File: config.mk
export PLATFORM = sky130hd
export DESIGN_NAME = gpd_port_regs
export DESIGN_NICKNAME = d
export VERILOG_FILES = /design/src/shared/gpd_pkg.sv /design/src/logic/gpd_sync.sv /design/src/logic/gpd_port_regs.sv
export SDC_FILE = /design/constraint.sdc
export NUM_CORES = 1
export LEC_CHECK = 0
export ABC_CLOCK_PERIOD_IN_PS = 3000
export BUFFER_PORTS_ARGS = -buffer_cell sky130_fd_sc_hd__buf_2
export CORE_UTILIZATION = 54
export CTS_CLUSTER_SIZE = 14
export DETAILED_ROUTE_END_ITERATION = 8
export HOLD_SLACK_MARGIN = 0.1
export PLACE_DENSITY = 0.85
export SYNTH_ARGS = -nofsm -noshare
export SYNTH_HDL_FRONTEND = slang
export SYNTH_SLANG_ARGS = --single-unit
File: constraint.sdc
create_clock -name hclk -period 3 [get_ports hclk]
set_input_delay 0.15 -clock hclk [delete_from_list [all_inputs] [get_ports hclk]]
set_output_delay 0.15 -clock hclk [all_outputs]
set_load 0.02 [all_outputs]
File: src/shared/gpd_pkg.sv
// Constants shared by the general-purpose port data block.
// Assumes a 32-bit AHB-Lite bus and byte-wide ports A, B and C.
package gpd_pkg;

  localparam int NPORT = 3;
  localparam int PW    = 8;
  localparam int FW    = 16;
  localparam int IDXW  = 30;
  localparam int ALSB  = 2;

  // Printed offsets are indexes; byte address is four times the index
  localparam logic [2:0][31:0] DATA_IDX     = {32'h0400_0124, 32'h0400_0122,
                                               32'h0400_0120};
  localparam logic [2:0][31:0] DATA_ALT_IDX = {32'hA400_0124, 32'hA400_0122,
                                               32'hA400_0120};
  // Function control words, byte addresses
  localparam logic [2:0][31:0] FC_ADDR      = {32'h0000_0208, 32'h0000_0204,
                                               32'h0000_0200};

  localparam logic [7:0]          DATA_RST = 8'h00;
  localparam logic [2:0][15:0]    FC_RST   = {16'hAAAA, 16'h0000, 16'h0000};

  localparam logic [1:0] FN_OTHER = 2'h0;
  localparam logic [1:0] FN_OUT   = 2'h1;
  localparam logic [1:0] FN_IN_PU = 2'h2;
  localparam logic [1:0] FN_IN    = 2'h3;

  // Port D pins 4 and 6 are input only
  localparam logic [7:0] PD_DRIVE_MASK = 8'hAF;

  localparam logic [1:0]  HTRANS_IDLE   = 2'h0;
  localparam logic        HRESP_OKAY    = 1'h0;
  localparam logic [31:0] RD_ZERO       = 32'h0000_0000;
  localparam logic [23:0] RD_PAD8       = 24'h00_0000;
  localparam logic [15:0] RD_PAD16      = 16'h0000;

endpackage : gpd_pkg

File: src/logic/gpd_sync.sv
// Two-stage synchroniser for one byte of pin levels.
// Assumes pins change asynchronously to hclk; q lags d by two edges.
`timescale 1ns/1ps
module gpd_sync (
  input  wire logic       hclk,
  input  wire logic       hresetn,
  input  wire logic [7:0] d,
  output logic      [7:0] q
);

  logic [7:0] meta_r;

  // First stage feeds only the second stage
  always_ff @(posedge hclk or negedge hresetn) begin
    if (!hresetn) begin
      meta_r <= gpd_pkg::DATA_RST;
      q      <= gpd_pkg::DATA_RST;
    end else begin
      meta_r <= d;
      q      <= meta_r;
    end
  end

endmodule : gpd_sync

File: src/logic/gpd_port_regs.sv
// Data registers and pin muxing for byte-wide ports A, B and C, plus
// the pin split of port D, behind an AHB-Lite slave.
// Assumes hresetn is the power-on reset; no other reset reaches here.
//
// Our own choice: register access over AHB-Lite.
`timescale 1ns/1ps
module gpd_port_regs (
  input  wire logic        hclk,
  input  wire logic        hresetn,
  input  wire logic        hsel,
  input  wire logic [31:0] haddr,
  input  wire logic [1:0]  htrans,
  input  wire logic        hwrite,
  input  wire logic [2:0]  hsize,
  input  wire logic [31:0] hwdata,
  input  wire logic        hready,
  output logic             hreadyout,
  output logic             hresp,
  output logic      [31:0] hrdata,
  input  wire logic [7:0]  pin_a_in,
  output logic      [7:0]  pin_a_out,
  output logic      [7:0]  pin_a_oe,
  output logic      [7:0]  pin_a_pull_en,
  input  wire logic [7:0]  periph_a_out,
  input  wire logic [7:0]  periph_a_oe,
  input  wire logic [7:0]  pin_b_in,
  output logic      [7:0]  pin_b_out,
  output logic      [7:0]  pin_b_oe,
  output logic      [7:0]  pin_b_pull_en,
  input  wire logic [7:0]  periph_b_out,
  input  wire logic [7:0]  periph_b_oe,
  input  wire logic [7:0]  pin_c_in,
  output logic      [7:0]  pin_c_out,
  output logic      [7:0]  pin_c_oe,
  output logic      [7:0]  pin_c_pull_en,
  input  wire logic [7:0]  periph_c_out,
  input  wire logic [7:0]  periph_c_oe,
  input  wire logic [7:0]  periph_d_out,
  input  wire logic [7:0]  periph_d_oe,
  output logic      [7:0]  pin_d_out,
  output logic      [7:0]  pin_d_oe
);

  logic [2:0][7:0]  data_r;
  logic [2:0][7:0]  data_nxt;
  logic [2:0][15:0] fc_r;
  logic [2:0][15:0] fc_nxt;
  logic [2:0][7:0]  pin_out_r;
  logic [2:0][7:0]  pin_oe_r;
  logic [2:0][7:0]  pull_r;
  logic [2:0]       wr_dhit_r;
  logic [2:0]       wr_fhit_r;
  logic [31:0]      hrdata_r;
  logic [7:0]       pd_out_r;
  logic [7:0]       pd_oe_r;

  wire  [2:0][7:0]  pin_in_w  = {pin_c_in, pin_b_in, pin_a_in};
  wire  [2:0][7:0]  per_out_w = {periph_c_out, periph_b_out, periph_a_out};
  wire  [2:0][7:0]  per_oe_w  = {periph_c_oe, periph_b_oe, periph_a_oe};
  logic [2:0][7:0]  sync_q;

  // Current setting drives the pins; the pending one steers reads
  logic [2:0][7:0]  out_m;
  logic [2:0][7:0]  oth_m;
  logic [2:0][7:0]  pu_m;
  logic [2:0][7:0]  out_nm;
  logic [2:0][7:0]  in_nm;
  logic [2:0][31:0] rd_dpart;
  logic [2:0][31:0] rd_fpart;
  logic [2:0]       hit_d;
  logic [2:0]       hit_f;
  logic [2:0]       hit_alt;
  logic [2:0][7:0]  rd_byte;

  wire         acc_w   = hsel & hready & htrans[1];
  wire  [29:0] widx_w  = haddr[31:gpd_pkg::ALSB];
  wire  [31:0] rd_word = rd_dpart[0] | rd_dpart[1] | rd_dpart[2]
                       | rd_fpart[0] | rd_fpart[1] | rd_fpart[2];

  genvar p;
  genvar n;
  generate
    for (p = 0; p < gpd_pkg::NPORT; p++) begin : g_port
      gpd_sync u_sync (
        .hclk    (hclk),
        .hresetn (hresetn),
        .d       (pin_in_w[p]),
        .q       (sync_q[p])
      );

      // Main and alternate index both select the same register
      assign hit_alt[p] = widx_w == gpd_pkg::DATA_ALT_IDX[p][29:0];
      assign hit_d[p]   = acc_w & (hit_alt[p]
                        | (widx_w == gpd_pkg::DATA_IDX[p][29:0]));
      assign hit_f[p]   = acc_w & (widx_w == gpd_pkg::FC_ADDR[p][31:2]);

      // Pending write folded in so a read right after a write sees it
      assign data_nxt[p] = wr_dhit_r[p] ? hwdata[7:0] : data_r[p];
      assign fc_nxt[p]   = wr_fhit_r[p] ? hwdata[15:0] : fc_r[p];

      for (n = 0; n < gpd_pkg::PW; n++) begin : g_bit
        wire [1:0] fn_w  = fc_r[p][2*n+1 -: 2];
        wire [1:0] fnn_w = fc_nxt[p][2*n+1 -: 2];
        assign out_m[p][n]  = fn_w == gpd_pkg::FN_OUT;
        assign oth_m[p][n]  = fn_w == gpd_pkg::FN_OTHER;
        assign pu_m[p][n]   = fn_w == gpd_pkg::FN_IN_PU;
        assign out_nm[p][n] = fnn_w == gpd_pkg::FN_OUT;
        assign in_nm[p][n]  = fnn_w[1];
      end

      // Input pins read the pin; all others read the stored bit
      assign rd_byte[p]  = (in_nm[p] & sync_q[p])
                         | (~in_nm[p] & data_nxt[p]);
      assign rd_dpart[p] = (hit_d[p] & ~hwrite)
                         ? {gpd_pkg::RD_PAD8, rd_byte[p]} : gpd_pkg::RD_ZERO;
      assign rd_fpart[p] = (hit_f[p] & ~hwrite)
                         ? {gpd_pkg::RD_PAD16, fc_nxt[p]} : gpd_pkg::RD_ZERO;
    end
  endgenerate

  // Only power-on reset clears the data; no other reset is wired in
  always_ff @(posedge hclk or negedge hresetn) begin
    if (!hresetn) begin
      data_r <= {gpd_pkg::NPORT{gpd_pkg::DATA_RST}};
      fc_r   <= gpd_pkg::FC_RST;
    end else begin
      data_r <= data_nxt;
      fc_r   <= fc_nxt;
    end
  end

  // Address phase capture; slave never waits, so data phase is one cycle
  always_ff @(posedge hclk or negedge hresetn) begin
    if (!hresetn) begin
      wr_dhit_r <= 3'h0;
      wr_fhit_r <= 3'h0;
      hrdata_r  <= gpd_pkg::RD_ZERO;
    end else begin
      wr_dhit_r <= hwrite ? hit_d : 3'h0;
      wr_fhit_r <= hwrite ? hit_f : 3'h0;
      hrdata_r  <= rd_word;
    end
  end

  // Pins driven one cycle after the setting or data that steers them
  always_ff @(posedge hclk or negedge hresetn) begin
    if (!hresetn) begin
      pin_out_r <= '0;
      pin_oe_r  <= '0;
      pull_r    <= '0;
    end else begin
      for (int i = 0; i < gpd_pkg::NPORT; i++) begin
        pin_out_r[i] <= (out_m[i] & data_r[i])
                      | (oth_m[i] & per_out_w[i]);
        pin_oe_r[i]  <= out_m[i] | (oth_m[i] & per_oe_w[i]);
        pull_r[i]    <= pu_m[i];
      end
    end
  end

  // Port D: input-only pins can never be driven
  always_ff @(posedge hclk or negedge hresetn) begin
    if (!hresetn) begin
      pd_out_r <= gpd_pkg::DATA_RST;
      pd_oe_r  <= gpd_pkg::DATA_RST;
    end else begin
      pd_out_r <= periph_d_out & gpd_pkg::PD_DRIVE_MASK;
      pd_oe_r  <= periph_d_oe & gpd_pkg::PD_DRIVE_MASK;
    end
  end

  // Zero-wait slave; response always OKAY
  always_ff @(posedge hclk or negedge hresetn) begin
    if (!hresetn) begin
      hreadyout <= 1'b1;
      hresp     <= gpd_pkg::HRESP_OKAY;
    end else begin
      hreadyout <= 1'b1;
      hresp     <= gpd_pkg::HRESP_OKAY;
    end
  end

  assign hrdata        = hrdata_r;
  assign pin_a_out     = pin_out_r[0];
  assign pin_a_oe      = pin_oe_r[0];
  assign pin_a_pull_en = pull_r[0];
  assign pin_b_out     = pin_out_r[1];
  assign pin_b_oe      = pin_oe_r[1];
  assign pin_b_pull_en = pull_r[1];
  assign pin_c_out     = pin_out_r[2];
  assign pin_c_oe      = pin_oe_r[2];
  assign pin_c_pull_en = pull_r[2];
  assign pin_d_out     = pd_out_r;
  assign pin_d_oe      = pd_oe_r;

  // Release edge skipped: flops still sit in reset on that edge

  wire rd_a_w  = hit_d[0] & ~hwrite;
  wire wr_a_w  = hit_d[0] & hwrite;
  wire alt_a_w = wr_a_w & hit_alt[0];
endmodule : gpd_port_regs

==> results.json, run 1 <==
{
  "grt_max_degree": 103,
  "clock_latency_ns": 0.49,
  "dieWidth_um": 126,
  "ant_nets": 0,
  "grt_pass1_vias": 6398,
  "internal_power_mw": 5.03,
  "hold_viol_final": 0,
  "switching_share_pct": 21.4,
  "die_area_mm2": 0.0160,
  "crit_path_end_kind": "register",
  "synth_edf_count": 0,
  "min_period_ns": 2.06,
  "synth_top_area_share_pct": 65.3,
  "num_rows": 45,
  "track_usage_pct": 27.6,
  "cts-root-buf": "clkbuf_16",
  "clock_skew_ns": 0.00593,
  "synthCells": 608,
  "critical_path.max_fanout": 15,
  "p_per_area_mw_per_mm2": 554,
  "holdPathStages": 4,
  "finalSetupViolCount": 0,
  "r2r_cells": 5,
  "combPwrFrac_pct": 7.1,
  "cts_max_path_buffers": 3,
  "core_mm2": 0.0151,
  "cts_buffers": 23,
  "ys_seq_elements": 226,
  "fillCellCount": 915,
  "clkSinkCount": 226,
  "cp-start-kind": "input port",
  "start_util_pct": 55.1,
  "synth_flop_cell": "dfrtp_1",
  "met3_length_um": 1630,
  "port_buffers": 235,
  "synth_area_mm2": 0.00835,
  "power_switching_mw": 1.37,
  "outcome": "finished clean",
  "drive_gt1_share_pct": 36.5,
  "drt_wl_total_um": 21400,
  "fmax_mhz": 485,
  "grt_pass1_wl_um": 33300,
  "hpwl_um": 13200,
  "worst_slack_ns": 0.939,
  "worst_slew_pin_slew_ns": 0.736,
  "antenna_found_initial": 1,
  "r2r_end": "hrdata[6]$_DFF_PN0_",
  "pre_cts_ws_ns": 0.871,
  "power_frac_seq_pct": 49.1,
  "reg2reg_slack_ns": 0.94,
  "path_clk_slew_ns": 0.06,
  "timing.hold.ws_ns": 0.125,
  "syn2layout_area_growth_pct": 38.4,
  "highest_layer": "met4",
  "synthTopCellsByArea": "dfrtp_1 65%, mux2_2 8.1%, mux2i_1 6.5%",
  "vias_per_cell": 5.09,
  "drt_first_pass_iters": 4,
  "max-slew-margin-rel_pct": 50.9,
  "seq_area_frac_synth_pct": 67.8,
  "place.gp.congestion": 0.775,
  "r2r_start": "wr_fhit_r[2]$_DFF_PN0_",
  "overflow": 0,
  "required_ns": 3.42,
  "synth_commonest_cells": "218 x dfrtp_1, 100 x nor2_1, 60 x mux2_2",
  "fin_crit_sh_pct": 68.7,
  "cts-resized-gates": 0,
  "die_h_um": 126,
  "async_flop_share_pct": 100,
  "route.met2.wl_um": 11100,
  "peakVddDrop_uv": 454,
  "layout.nets": 1133,
  "layout.cells.non_filler": 1175,
  "post_cts_buffers": 0,
  "vias": 5980,
  "synth.distinct_cells": 38,
  "clockPowerShare_pct": 43.7,
  "place_inst": 1025,
  "wl_per_cell_um": 18.2,
  "drt_iter0_drc": 400,
  "rsz0062_at_grt": "false",
  "wl_met1_um": 8240,
  "drcViolationCount": 0,
  "synth_most_common_cell": "dfrtp_1",
  "hold_start": "haddr[4]",
  "yosys_warnings": 0,
  "synth.avg_cell_area_um2": 13.7,
  "cap_violations": 0,
  "hold_class": "in2reg",
  "crit_arrival_ns": 2.48,
  "cts_tree": "done",
  "finalSetupTns_ns": 0,
  "cts_hold_buf": 109,
  "leakage_nw": 5.79,
  "ios": 284,
  "worstHoldEndpoint": "wr_fhit_r[2]$_DFF_PN0_",
  "drv_slew": 0,
  "htreeDepth": 1,
  "criticalPathCategory": "in2reg",
  "synth_top_area_cell": "dfrtp_1"
}
-- sequential cells by signal, indices dropped and copies added, names as in the netlist, 16 cells and up --
name and flops:
g_port.u_sync.q 24, fc_r 48, g_port.u_sync.meta_r 24, hrdata 16, data_r 24
-- layer usage --
layer	track usage, %	vias up
met2	49.9	274
met1	34.4	2904
met3	4.43	34
met5	0	-
li1	-	2768
met4	8.08	0
-- metrics by stage --
| step | power [mW] | area (um^2) | utilization, % |
|---|---|---|---|
| after floorplan | 3.34 | 8430 | - |
| after global placement | 3.53 | 9710 | 64.1 |
| after detailed placement | 3.54 | 9710 | 64.1 |
| after CTS | 6.43 | 11600 | 76.3 |
| after global routing | 6.62 | 11600 | 76.3 |
| final | 6.40 | 11600 | 76.3 |
-- worst max-delay path, cell delays in order --
cell and delay, ns:
dlygate4sd3_1 0.53, buf_2 0.14, or3_1 0.39, nor3_2 0.12, buf_4 0.28, nand2b_1 0.28
o32ai_1 0.39, a221o_1 0.20
-- layout make-up --
type	instances	area [um^2]	share of cell area (%)
diodes	1	2.50	0.0217
clock buffers	32	659	5.71
clock inverters	8	95.1	0.823
inverters	13	48.8	0.422
multi-input cells	353	2470	21.4
flip-flops and latches	226	5670	49.0
well taps	188	235	2.04
repair buffers	354	2380	20.6
-- power groups by stage --
stage / sequential, mW / clock [mW] / combinational (mW)
3_5_place_dp: 3.20 / 0 / 0.342
2_1_floorplan: 3.25 / 0 / 0.0858
3_3_place_gp: 3.19 / 0 / 0.339
6_report: 3.14 / 2.80 / 0.457
4_1_cts: 3.14 / 2.84 / 0.452
5_1_grt: 3.15 / 2.98 / 0.498
-- cells by family (layout without fill, tap and decap cells) --
kind of cell    count (synthesis)  after routing  synth area share [%]
buf+inv                        49            407                  3.45
mux                           114            114                  14.6
other cells                     2             23                0.0899
simple gates                  173            173                  10.2
flops                         226            226                  67.8
compound gates                 44             44                  3.90
-- layout by cell type (no fill, tap or decap), types with 5 or more instances in the layout --
| master | n |
|---|---|
| a21oi_1 | 10 |
| a221o_1 | 6 |
| a22oi_1 | 10 |
| buf_2 | 234 |
| buf_4 | 8 |
| clkbuf_16 | 23 |
| clkbuf_8 | 5 |
| conb_1 | 22 |
| dfrtp_1 | 218 |
| dfstp_2 | 8 |
| dlygate4sd3_1 | 109 |
| inv_1 | 13 |
| mux2_2 | 60 |
| mux2i_1 | 54 |
| nand2_1 | 13 |
| nand2b_1 | 6 |
| nor2_1 | 100 |
| nor2b_1 | 24 |
| nor3_1 | 9 |
| o22ai_1 | 5 |
-- worst max-delay path by stage --
stage | end | slack (ns) | from
after floorplan | hrdata[3]$_DFF_PN0_ | 1.23 | wr_fhit_r[0]$_DFF_PN0_
after global placement | hrdata[5]$_DFF_PN0_ | 0.99 | wr_fhit_r[2]$_DFF_PN0_
after detailed placement | hrdata[1]$_DFF_PN0_ | 0.87 | haddr[27]
after CTS | hrdata[2]$_DFF_PN0_ | 0.91 | haddr[5]
after global routing | hrdata[2]$_DFF_PN0_ | 0.79 | haddr[5]
final | hrdata[2]$_DFF_PN0_ | 0.94 | haddr[5]
No activity file was read; power rests on OpenSTA's default activity.
==> run 2: changes to the inputs <==
Settings changed: ABC_CLOCK_PERIOD_IN_PS 3000 to 1940, CORE_UTILIZATION 54 to 50, PLACE_DENSITY 0.85 to 0.8.
Clock period 3 ns to 1.94 ns, I/O delays scaled along.
==> results.json, run 2 (same netlist as run 1, synthesis figures left out) <==
{
  "outcome": "finished clean",
  "cp_cell_sequence": "buf_4 > mux2i_1 > mux2i_1 > o32ai_1 > a221o_1",
  "worst_slew_pin_slew_ns": 0.568,
  "cp-start-kind": "register",
  "hold_viol_final": 0,
  "drv_slew": 0,
  "slowest_delay_ns": 0.40,
  "worst_slack_ns": 0.0760,
  "max-slew-margin-rel_pct": 62.0,
  "final_core_util_pct": 72.8,
  "grt_max_degree": 65,
  "num_rows": 46,
  "layout.cells.non_filler": 1217,
  "track_usage_pct": 26.0,
  "crit_family": "multiplexers",
  "final_common_cell": "buf_2",
  "antennaDiodeCount": 0,
  "largest_register_ffs": 48,
  "power_frac_seq_pct": 49.2,
  "syn2layout_area_growth_pct": 40.5,
  "place.gp.congestion": 0.802,
  "cap_violations": 0,
  "htreeDepth": 1,
  "port_buffers": 235,
  "core_mm2": 0.0161,
  "crit_arrival_ns": 2.25,
  "cts_tree": "done",
  "pre_cts_ws_ns": 0.0360,
  "drt_iter0_drc": 348,
  "fin_crit_sh_pct": 96.1,
  "overflow": 0,
  "p_per_area_mw_per_mm2": 842,
  "grt_pass1_wl_um": 34600,
  "finalSetupTns_ns": 0,
  "final_area_mm2": 0.0117,
  "crit_buf_inv": 1,
  "hold_class": "in2async",
  "crit_path_end_kind": "register",
  "rsz0062_at_grt": "false",
  "drt_first_pass_iters": 5,
  "drt_wl_total_um": 21800,
  "cts_buffers": 22,
  "clock_latency_ns": 0.50,
  "fmax_mhz": 536,
  "critical_path.max_fanout": 8,
  "dpl_cell_area_mm2": 0.00988,
  "slowest_stage": "dfrtp_1",
  "ios": 284,
  "antenna_found_initial": 0,
  "layout.nets": 1147,
  "start_util_pct": 51.8,
  "dieWidth_um": 131,
  "min_period_ns": 1.86,
  "top_register": "fc_r",
  "leakage_nw": 5.87,
  "cts_max_path_buffers": 3,
  "cpMostUsedCell": "mux2i_1",
  "vias_per_cell": 5.09,
  "drcViolationCount": 0,
  "hpwl_um": 13800,
  "switching_share_pct": 21.5,
  "grt_pass1_vias": 6539,
  "ant_nets": 0,
  "drive_gt1_share_pct": 37.2,
  "power_switching_mw": 2.12,
  "clockPowerShare_pct": 43.5,
  "vias": 6192,
  "fillCellCount": 1047,
  "required_ns": 2.32,
  "combPwrFrac_pct": 7.3,
  "place_inst": 1066,
  "criticalPathCategory": "reg2reg",
  "wl_per_cell_um": 17.9,
  "peakVddDrop_uv": 727,
  "internal_power_mw": 7.75,
  "path_clk_slew_ns": 0.06,
  "final_cell_mix": "234 x buf_2, 218 x dfrtp_1, 111 x dlygate4sd3_1, 99 x nor2_1, 60 x mux2_2",
  "die_h_um": 131,
  "die_area_mm2": 0.0172,
  "finalSetupViolCount": 0,
  "clock_skew_ns": 0.0162,
  "clkSinkCount": 226,
  "cts-root-buf": "clkbuf_16"
}
==> run 2: layout make-up <==
cell class | count | area, um^2 | area share, %
clock buffer | 33 | 653 | 5.57
tap | 216 | 270 | 2.30
sequential | 226 | 5670 | 48.3
inverter | 13 | 48.8 | 0.416
clock inverter | 7 | 88.8 | 0.757
timing repair buffer | 369 | 2530 | 21.6
multi-input combinational | 353 | 2480 | 21.1
==> run 2: worst paths after layout <==
kind	start	to	slack, ns	cells after the start
hold reg to reg	g_port[2].u_sync.meta_r[7]$_DFF_PN0_	g_port[2].u_sync.q[7]$_DFF_PN0_	0.35	0
max in group asynchronous	hresetn	fc_r[35]$_DFF_PN1_	1.08	3
hold / removal	hresetn	pin_c_pull_en[4]$_DFF_PN0_	0.13	2
min in group hclk	haddr[31]	hrdata[9]$_DFF_PN0_	0.15	4
setup / recovery	wr_fhit_r[1]$_DFF_PN0_	hrdata[0]$_DFF_PN0_	0.08	5
setup reg to reg	wr_fhit_r[1]$_DFF_PN0_	hrdata[0]$_DFF_PN0_	0.08	5
==> run 2: power groups by stage <==
| stage | clock (mW) | sequential [mW] | combinational, mW |
|---|---|---|---|
| detailed placement | 0 | 4.94 | 0.543 |
| floorplan | 0 | 5.02 | 0.133 |
| global route | 4.62 | 4.86 | 0.787 |
| global placement | 0 | 4.94 | 0.534 |
| CTS | 4.38 | 4.86 | 0.716 |
| finish | 4.30 | 4.86 | 0.723 |
==> run 2: through the flow <==
| step | hold WS, ns | power [mW] |
|---|---|---|
| floorplan | -0.199 | 5.16 |
| global placement | 0.0587 | 5.47 |
| detailed placement | 0.0642 | 5.48 |
| CTS | 0.131 | 9.95 |
| global route | 0.149 | 10.3 |
| finish | 0.133 | 9.88 |
==> run 2: timing repair <==
item / CTS / global route
buffers inserted: 0 / 0
gates resized for setup: 0 / 1
hold buffers: 111 / 0
endpoints found under the setup margin: 0 / 1
endpoints found under the hold margin: 385 / 0
==> run 2: layer usage <==
layer  GRT usage, %  part of all wire, %  routed length [um]  vias to the layer above
met1           33.5                   40                8780                     3037
met4           9.08                  2.9                 627                        0
met3           4.13                  6.9                1490                       53
met5              0                    0                   0                        -
li1               -                    -                   -                     2802
met2           44.8                   50               10900                      300
